===== config.mk =====
export PLATFORM = sky130hd
export DESIGN_NAME = quadrature_index_position_tracker
export DESIGN_NICKNAME = d
export VERILOG_FILES = /design/src/qdc_pkg.sv /design/src/input_sync.sv /design/src/quadrature_index_position_tracker.sv
export VERILOG_INCLUDE_DIRS = /design/src /design/src/src
export SDC_FILE = /design/constraint.sdc
export NUM_CORES = 1
export LEC_CHECK = 0
export BUFFER_PORTS_ARGS = -buffer_cell sky130_fd_sc_hd__buf_2
export CAP_MARGIN = 10
export CORE_UTILIZATION = 61
export CTS_BUF_LIST = sky130_fd_sc_hd__clkbuf_16
export DETAILED_ROUTE_END_ITERATION = 7
export PLACE_DENSITY = 0.87
export SLEW_MARGIN = 40
export SYNTH_ARGS = -nofsm -noshare
export SYNTH_HDL_FRONTEND = slang
export SYNTH_SLANG_ARGS = --single-unit

===== constraint.sdc =====
create_clock -name clk -period 11 [get_ports clk]
set_input_delay 0.55 -clock clk [delete_from_list [all_inputs] [get_ports clk]]
set_output_delay 0.55 -clock clk [all_outputs]
set_load 0.01 [all_outputs]

===== src/qdc_cfg.svh =====
// Purpose: Constants for the quadrature index and position tracker
// Assumes: Included by bare name; definitions only
// Notes: Widths here are defaults for module parameters
`ifndef QDC_CFG_SVH
`define QDC_CFG_SVH

// ----------------------------------------
// Widths
// ----------------------------------------
`define QDC_POS_W 32
`define QDC_REV_W 16
`define QDC_PER_W 16
`define QDC_SYNC_STAGES 2

// ----------------------------------------
// Reset values
// ----------------------------------------
`define QDC_POS_RST 32'h0000_0000
`define QDC_REV_RST 16'h0000
`define QDC_PER_RST 16'h0000

// ----------------------------------------
// Quadrature bit positions in the sampled pair {phaseA, phaseB}
// ----------------------------------------
`define QDC_BIT_A 1
`define QDC_BIT_B 0

`endif


===== src/qdc_pkg.sv =====
// Purpose: Types shared by the tracker files
// Assumes: Nothing beyond the cfg header
// Notes: Types only; numbers live in the cfg header
package qdc_pkg;

    // ----------------------------------------
    // Decoded step of one clock
    // ----------------------------------------
    typedef enum logic [2:0] {
        STEP_NONE = 3'b001,
        STEP_UP = 3'b010,
        STEP_DOWN = 3'b100
    } step_t;

    // ----------------------------------------
    // Revolution counter source
    // ----------------------------------------
    typedef enum logic {
        REV_FROM_INDEX = 1'b0,
        REV_FROM_MODULO = 1'b1
    } rev_source_t;

endpackage


===== src/input_sync.sv =====
// Purpose: Two-flop synchroniser, one chain per bit
// Assumes: Single clock clk, synchronous active-high rst
// Notes: First stage feeds only the second stage
`timescale 1ns/1ps
`include "qdc_cfg.svh"

module input_sync #(
    parameter int WIDTH = 3
) (
    input wire logic clk, // 200 MHz clock
    input wire logic rst, // Sync reset, high
    input wire logic [WIDTH-1:0] async, // Pin inputs
    output logic [WIDTH-1:0] synced // Synchronised copy
);

    genvar i;
    generate
        for (i = 0; i < WIDTH; i++) begin : g_bit
            logic meta;
            logic stable;
            always_ff @(posedge clk) begin
                if (rst) begin
                    meta <= 1'b0;
                    stable <= 1'b0;
                end else begin
                    meta <= async[i];
                    stable <= meta;
                end
            end
            assign synced[i] = stable;
        end
    endgenerate

endmodule


===== src/quadrature_index_position_tracker.sv =====
// Purpose: Position and revolution counting from an encoder with index
// Assumes: Encoder pins are asynchronous; config ports are static or on clk
// Notes: Difference and period are captured from one cycle's state
//
// What this block does
// Index-reset on, index revolution source, modulo off: index resets position.
// Same configuration: each index event steps revolution count by direction.
// Index-driven position reset and revolution step occur on index rising edge.
// Modulo on, index-reset off: position wraps between initial and modulus values.
// Modulo revolution source: revolution steps on position roll-over or under-flow.
// Period measurement on: difference read captures difference and period holds.
// Difference and period capture are atomic, even with a coincident edge.
// Standard quadrature decode: forward counts up, reverse counts down.
`timescale 1ns/1ps
`include "qdc_cfg.svh"

module quadrature_index_position_tracker
    import qdc_pkg::*;
#(
    parameter int POS_W = `QDC_POS_W,
    parameter int REV_W = `QDC_REV_W,
    parameter int PER_W = `QDC_PER_W
) (
    input wire logic clk, // 200 MHz clock
    input wire logic rst, // Sync reset, high
    input wire logic phaseA, // Encoder phase A pin
    input wire logic phaseB, // Encoder phase B pin
    input wire logic indexPin, // Encoder index pin
    input wire logic index_resets_position, // Index resets position
    input wire logic revolution_source_select, // 0 index, 1 modulo events
    input wire logic modulo_count_enable, // Wrap between init and modulus
    input wire logic period_measure_enable, // Capture period with difference
    input wire logic [POS_W-1:0] initValue, // Initial / lower bound
    input wire logic [POS_W-1:0] modulusValue, // Modulus / upper bound
    input wire logic differenceRead, // Read strobe for difference
    output logic [POS_W-1:0] position, // Position counter
    output logic [REV_W-1:0] revolution, // Revolution counter
    output logic [POS_W-1:0] position_difference, // Steps since last read
    output logic [POS_W-1:0] position_difference_hold, // Captured difference
    output logic [PER_W-1:0] difference_period_hold, // Captured period
    output logic reverse, // Last step direction, 1 reverse
    output logic rollOver, // Modulo roll-over pulse
    output logic underFlow, // Modulo under-flow pulse
    output logic indexEvent // Index rising edge pulse
);

    // ----------------------------------------
    // Pin synchronisation and edge detection
    // ----------------------------------------
    logic [2:0] pinsSynced;
    logic [1:0] quadPrev;
    logic indexPrev;
    logic [1:0] quadNow;
    logic indexRise;
    step_t step;
    rev_source_t revSource;

    input_sync #(
        .WIDTH(3)
    ) u_sync (
        .clk(clk),
        .rst(rst),
        .async({indexPin, phaseA, phaseB}),
        .synced(pinsSynced)
    );

    assign quadNow[`QDC_BIT_A] = pinsSynced[1];
    assign quadNow[`QDC_BIT_B] = pinsSynced[0];
    assign revSource = rev_source_t'(revolution_source_select);

    always_ff @(posedge clk) begin
        if (rst) begin
            quadPrev <= 2'h0;
            indexPrev <= 1'b0;
        end else begin
            quadPrev <= quadNow;
            indexPrev <= pinsSynced[2];
        end
    end

    // Rising edge only, whichever way the shaft turns
    assign indexRise = pinsSynced[2] & ~indexPrev;

    // Gray order forward: 00 -> 01 -> 11 -> 10 -> 00; double jumps ignored
    always_comb begin
        case ({quadPrev, quadNow})
            4'h1, 4'h7, 4'hE, 4'h8: step = STEP_UP;
            4'h2, 4'hB, 4'hD, 4'h4: step = STEP_DOWN;
            default: step = STEP_NONE;
        endcase
    end

    // ----------------------------------------
    // Mode decode and position counter
    // ----------------------------------------
    logic indexMode;
    logic wrapMode;
    logic atModulus;
    logic atInit;
    logic next_rollOver;
    logic next_underFlow;
    logic [POS_W-1:0] next_position;

    assign indexMode = index_resets_position & (revSource == REV_FROM_INDEX) & ~modulo_count_enable;
    assign wrapMode = modulo_count_enable & ~index_resets_position;
    assign atModulus = (position == modulusValue);
    assign atInit = (position == initValue);

    always_comb begin
        next_position = position;
        next_rollOver = 1'b0;
        next_underFlow = 1'b0;
        if (indexMode && indexRise) begin
            next_position = initValue;
        end else if (step == STEP_UP) begin
            if (wrapMode && atModulus) begin
                next_position = initValue;
                next_rollOver = 1'b1;
            end else begin
                next_position = position + 1'b1;
            end
        end else if (step == STEP_DOWN) begin
            if (wrapMode && atInit) begin
                next_position = modulusValue;
                next_underFlow = 1'b1;
            end else begin
                next_position = position - 1'b1;
            end
        end
    end

    always_ff @(posedge clk) begin
        if (rst) begin
            position <= `QDC_POS_RST;
            rollOver <= 1'b0;
            underFlow <= 1'b0;
        end else begin
            position <= next_position;
            rollOver <= next_rollOver;
            underFlow <= next_underFlow;
        end
    end

    // ----------------------------------------
    // Direction and revolution counter
    // ----------------------------------------
    always_ff @(posedge clk) begin
        if (rst) begin
            reverse <= 1'b0;
        end else if (step == STEP_UP) begin
            reverse <= 1'b0;
        end else if (step == STEP_DOWN) begin
            reverse <= 1'b1;
        end
    end

    // Direction of the current step wins over the remembered one
    logic dirNow;
    assign dirNow = (step == STEP_NONE) ? reverse : (step == STEP_DOWN);

    always_ff @(posedge clk) begin
        if (rst) begin
            revolution <= `QDC_REV_RST;
            indexEvent <= 1'b0;
        end else begin
            indexEvent <= indexRise;
            if (revSource == REV_FROM_INDEX) begin
                if (indexMode && indexRise) begin
                    revolution <= dirNow ? revolution - 1'b1 : revolution + 1'b1;
                end
            end else if (next_rollOver) begin
                revolution <= revolution + 1'b1;
            end else if (next_underFlow) begin
                revolution <= revolution - 1'b1;
            end
        end
    end

    // ----------------------------------------
    // Difference and period capture
    // ----------------------------------------
    // A step landing in the read cycle is left for the next window, and the
    // period sample is taken from the same cycle, so the pair always matches.
    logic [POS_W-1:0] stepDelta;
    logic [PER_W-1:0] periodTimer;
    logic periodFull;

    always_comb begin
        case (step)
            STEP_UP: stepDelta = {{(POS_W-1){1'b0}}, 1'b1};
            STEP_DOWN: stepDelta = {POS_W{1'b1}};
            default: stepDelta = {POS_W{1'b0}};
        endcase
    end

    assign periodFull = &periodTimer;

    always_ff @(posedge clk) begin
        if (rst) begin
            position_difference <= `QDC_POS_RST;
            position_difference_hold <= `QDC_POS_RST;
        end else if (differenceRead) begin
            position_difference_hold <= position_difference;
            position_difference <= stepDelta;
        end else begin
            position_difference <= position_difference + stepDelta;
        end
    end

    // Timer saturates rather than wraps, so a slow shaft reads as long
    always_ff @(posedge clk) begin
        if (rst) begin
            periodTimer <= `QDC_PER_RST;
            difference_period_hold <= `QDC_PER_RST;
        end else if (period_measure_enable && differenceRead) begin
            difference_period_hold <= periodTimer;
            periodTimer <= {{(PER_W-1){1'b0}}, 1'b1};
        end else if (period_measure_enable && !periodFull) begin
            periodTimer <= periodTimer + 1'b1;
        end else if (!period_measure_enable) begin
            periodTimer <= `QDC_PER_RST;
        end
    end

endmodule


## Yosys cells after proc, flatten, opt, wreduce, memory -nomap -nowiden

Memory sizes are Yosys's and may differ from the RTL's. A register that Yosys moved wholly into a read port is not among the register bits.
Cells that the tools add are included.

| operators by class | value |
|---|---|
| bitwise gates (word level) | 8 |
| $add $sub $neg | 6 |
| multiplexer cells | 24 |
| reduce and logical (&&, ||, !) cells | 12 |
| equal/unequal tests | 8 |

Operators by type and width:

| cell | number |
|---|---|
| 32-bit two-way mux | 6 |
| 16-bit two-way mux | 7 |
| 32-bit equality test | 2 |
| 32-bit case mux with 2 select lines | 1 |
| 16-bit by 1-bit adder with 16-bit output, second input constant | 2 |
| 32-bit by 1-bit adder with 32-bit output, second input constant | 1 |
| 32-bit adder | 1 |
| 32-bit by 1-bit subtractor with 32-bit output, second input constant | 1 |
| 16-bit AND reduction | 1 |
| 16-bit by 1-bit subtractor with 16-bit output, second input constant | 1 |
| 1-bit two-way mux | 9 |
| 3-bit by 1-bit != test with 1-bit output, second input constant | 2 |
| 1-bit logical AND | 5 |
| 1-bit bitwise AND | 4 |
| 4-bit two-way mux | 1 |
| 1-bit inverter | 4 |
| 2-bit OR reduction | 2 |
| 3-bit by 1-bit equality test with 1-bit output, second input constant | 1 |
| 3-bit by 2-bit equality test with 1-bit output, second input constant | 1 |
| 3-bit equality test, second input constant | 1 |
| 3-bit nonzero test | 1 |
| 2-bit by 1-bit != test with 1-bit output, second input constant | 1 |
| 2-bit AND reduction | 1 |
| 2-bit nonzero test | 1 |
| 1-bit zero test | 1 |

| word-level totals | value |
|---|---|
| bits of input ports | 74 |
| word-level logic and storage cells | 77 |
| flip-flop bits (word level) | 155 |
| memories | 1 |
| bits in read-only memories | 48 |

Memory list:

| memory | depth | width | rd ports | clocked after Yosys merged registers in | write ports | RTL line | RTL |
|---|---|---|---|---|---|---|---|
| (no name shown) | 16 | 3 | 1 | 1 | 0 | quadrature_index_position_tracker.sv:86 | `case ({quadPrev, quadNow})` |

## Longest topological paths before layout

| logic depth | value |
|---|---|
| depth in word-level cells | 10 |
| gate-level depth with buffers | 17 |
| mapped depth without buffers | 16 |

## Cells and area by module

From an unflattened synthesis, not the netlist that was laid out.

| second synthesis, totals | value |
|---|---|
| cell total of the unflattened synthesis | 1374 |
| area total of the unflattened synthesis | 10697.8 sq um |

By module, submodules not included:

| module | area an instance (sq um) | instances | cells each |
|---|---|---|---|
| quadrature_index_position_tracker | 10517.6 | 1 | 1359 |
| input_sync | 180.2 | 1 | 15 |

## Worst setup path before layout

Ideal clock, no wire load.

| path | value |
|---|---|
| path kind | register to register |
| start point | reg, netlist name step[0] |
| end point | reg position_difference[28] |
| cell stages (with the launch flop) | 16 |
| data required time | 10.863 ns |
| buffers on the path | 2 |
| arrival | 4.095 ns |
| path slack | 6.768 ns |
| clock period less this slack | 4.232 ns |
| cells stage by stage | dfxtp_1 -> nand2b_1 -> or2_2 -> clkbuf_1 -> inv_1 -> buf_1 -> ha_1 -> a211oi_1 -> o21ai_0 -> nand4_1 -> a31oi_1 -> a211o_1 -> a21o_1 -> o31ai_1 -> mux2i_1 -> o211ai_1 |

| on the way | value |
|---|---|
| word-level cells in the longest chain between the ends | 4 |

RTL lines:

| item | RTL line | RTL |
|---|---|---|
| 3-bit equality test / 3-bit by 2-bit equality test with 1-bit output (equally long branches) | quadrature_index_position_tracker.sv:189 | `case (step)` |
| 32-bit case mux with 2 select lines * | quadrature_index_position_tracker.sv:189 |  |
| 32-bit adder | quadrature_index_position_tracker.sv:206 | `position_difference <= position_difference + stepDelta;` |
| 32-bit two-way mux * | quadrature_index_position_tracker.sv:202 | `end else if (differenceRead) begin` |
| end signal: assignment | quadrature_index_position_tracker.sv:200 | `` position_difference <= `QDC_POS_RST; `` |
| end signal: assignment | quadrature_index_position_tracker.sv:204 | `position_difference <= stepDelta;` |
| end signal: assignment | quadrature_index_position_tracker.sv:206 |  |
| end: declaration | quadrature_index_position_tracker.sv:38 | `output logic [POS_W-1:0] position_difference,` |

Every way passes the cells marked *; elsewhere a longest branch is shown, timed or not.
A chain may end at the register's enable or synchronous reset.

## Worst setup path after layout

| path | value |
|---|---|
| start point | reg, netlist name step[0] |
| end point | reg position_difference[30] |

| on the way | value |
|---|---|
| word-level cells in the longest chain between the ends | 4 |

RTL lines:

| item | RTL line |
|---|---|
| 3-bit equality test / 3-bit by 2-bit equality test with 1-bit output (equally long branches) | quadrature_index_position_tracker.sv:189 |
| 32-bit case mux with 2 select lines * | quadrature_index_position_tracker.sv:189 |
| 32-bit adder | quadrature_index_position_tracker.sv:206 |
| 32-bit two-way mux * | quadrature_index_position_tracker.sv:202 |

Marked as above.

==> results.cfg <==
[global_routing]
grt_first_pass_wirelength_um = 49200
antenna_found_initial = 2
grt-ovfl-total = 0
grt_max_degree = 73
grt_use_total = 0.344
grt_pass1_vias = 9897

[timing]
finalCritPeriodShare = 0.405
hold_violations = 0
tns_ns = 0
slew_viol_final = 0
finalHoldWorstSlack_ns = 0.329
worst_slew_pin_slew_ns = 0.787
rsz0062_at_grt = false
slew_headroom = 0.471
max_clock_freq_ghz = 0.225
final.min_clock_period_ns = 4.45
setup_viol = 0
worst_slack_ns = 6.55
fin_worst_skew_ns = 0.0120

[synthesis]
synth_area_per_cell_sq_um = 7.74
synth-seq-area-share = 0.298
syn_inst = 1371
ys_ff_latch = 158
synth_top_area_frac = 0.298
synth-warning-count = 0
synth-edff-count = 0
syn_area_sq_um = 10600
syn-num-nets = 1486
synth_flop_cell = dfxtp_1
synth_area_leader_cell = dfxtp_1
synth-async-reset-ratio = 0
synth_cell_types = 69
synthTopCellsByArea = dfxtp_1 (30%), xnor2_1 (7.8%), nor2_1 (5.9%)

[placed_design]
place_area_sq_um = 11600
hpwlAfterDp_um = 22100
place.port_buffers = 205
dpl_worst_slack_ns = 6.66
dp.cells = 1708
globalplace.congestion = 1.00

[detailed_routing]
vias = 10900
drtAntennaViolNets = 0
wirelength_um = 31100
first_pass_iters = 7
drc = 0
viasPerCell = 6.27
avgRoutedWirePerCell_um = 17.9
drt_iter0_drc = 966

[die]
dieHeight_um = 134
placementRows = 47
die_area_sq_um = 17900
start_util = 0.633
ios = 206
coreArea_sq_um = 16800
die_w_um = 134

[pwr]
p_leak_nw = 5.32
ir_worst_vdd_v = 0.000126
p_total_mw = 1.59
p_per_area_nw_per_um2 = 131

[worst_hold_path]
worstHoldPathType = input pin to register

[cells_and_area]
fin_cells = 1742
area_growth_pct = 14.3
final_layout_size_suffix_gt1_frac = 0.175
final_area_sq_um = 12100
final_core_util = 0.724
fin_nets = 1622

[worst_setup_path]
arrival_ns = 4.75
worst-setup-path-type = register to register
end_kind = register
worstSetupStartpointType = register
path_max_fanout = 24
critPathRequiredTime_ns = 11.30

[cts]
htree_num_levels = 4
cts_sinks = 158
clkTransAtPathRegs_ns = 0.06
post_cts_resized = 0
clock_latency_ns = 0.44
cts_buffers = 17
ctsHoldBuffers = 0
cts_setup_buffers = 0
clk_path_buf_depth = 2
cts_root_buf = clkbuf_16
cts_tree = yes

[flow_run]
drv_cap = 0

[run_status]
outcome = finished clean
## state kept, by name, summed over array words and instances (netlist names), 3 cells and up
name,count
revolution,16
position_difference_hold,32
position_difference,32
u_sync.g_bit.meta,3
difference_period_hold,16
position,32
u_sync.g_bit.stable,3
periodTimer,16
step,3
## cell usage after synthesis (10+ instances only)
| cell | instances |
|---|---|
| dfxtp_1 | 158 |
| clkbuf_1 | 76 |
| inv_1 | 26 |
| a21o_1 | 16 |
| and3_1 | 18 |
| nand3_1 | 36 |
| o21a_1 | 15 |
| mux2i_1 | 44 |
| nor2_1 | 168 |
| nand2_1 | 133 |
| o31ai_1 | 10 |
| and2_1 | 13 |
| o21ai_0 | 81 |
| a21oi_1 | 83 |
| nor3_1 | 40 |
| xnor2_1 | 94 |
| or3_1 | 14 |
| nor4_1 | 22 |
| nand2b_1 | 14 |
| nor2b_1 | 12 |
| a211oi_1 | 26 |
| nand4_1 | 37 |
| xor2_1 | 45 |
| o21ai_1 | 11 |
| ha_1 | 40 |
## critical path, cell delays in order (launching register included)
cell and delay, ns:
dfxtp_1 0.35, nand2b_1 0.13, or2_2 0.43, inv_2 0.30
nor2_1 0.30, inv_1 0.12, ha_1 0.24, fa_1 0.43
a211oi_1 0.27, o21ai_0 0.22, nand4_1 0.16, a31oi_1 0.18
a211o_1 0.33, a21o_1 0.22, a221oi_1 0.30, xor2_1 0.19
o21ai_0 0.10
## placed cells by master, fill, tap and decap left out, types with 16 or more instances in the layout
master and count:
a211oi_1 26, a21o_1 16, a21oi_1 83, and3_1 18, buf_2 204, clkbuf_16 17, dfxtp_1 158, ha_1 40
inv_1 25, mux2i_1 44, nand2_1 132, nand3_1 35, nand4_1 37, nor2_1 166, nor3_1 39, nor4_1 22
o21ai_0 81, xnor2_1 94, xor2_1 45
## final timing paths
kind,from,endpoint,slack [ns],cells past startpoint
max,step[0],position_difference[30],6.55,16
max reg2reg,step[0],position_difference[30],6.55,16
min reg2reg,indexPrev,indexEvent,0.41,1
min,indexPin,u_sync.g_bit[2].meta,0.33,2
## metal layers
layer / GRT usage / vias to the layer above / part of all wire
met5: 0 / - / 0
met2: 0.556 / 617 / 0.46
li1: - / 5154 / -
met4: 0.181 / 0 / 0.046
met1: 0.436 / 5032 / 0.40
met3: 0.0642 / 114 / 0.10
## layout make-up
type | instances | area (sq um)
clock buffer | 17 | 425
tap | 220 | 275
clock inverter | 15 | 114
timing repair buffer | 212 | 1080
multi-input combinational | 1092 | 6970
sequential | 158 | 3160
inverter | 26 | 97.6
antenna | 2 | 5.00
fill | 1356 | 4630
## cell families after synthesis
group                    count (synthesis)  synth area share
flip-flops                             158             0.298
buffers and inverters                  121            0.0479
adder cells (fa/ha/maj)                 41            0.0491
XOR/XNOR                               145             0.125
AO/OA/AOI/OAI                          319             0.191
AND/OR/NAND/NOR                        543             0.247
multiplexers                            44            0.0415
## where the power goes
group / internal (mW) / leakage [nW] / switching, mW / total [mW]
registers: 0.593 / 1.28 / 0.0469 / 0.640
logic: 0.164 / 3.79 / 0.228 / 0.392
clock network: 0.291 / 0.250 / 0.263 / 0.553
(Power assumes the default switching activity.)
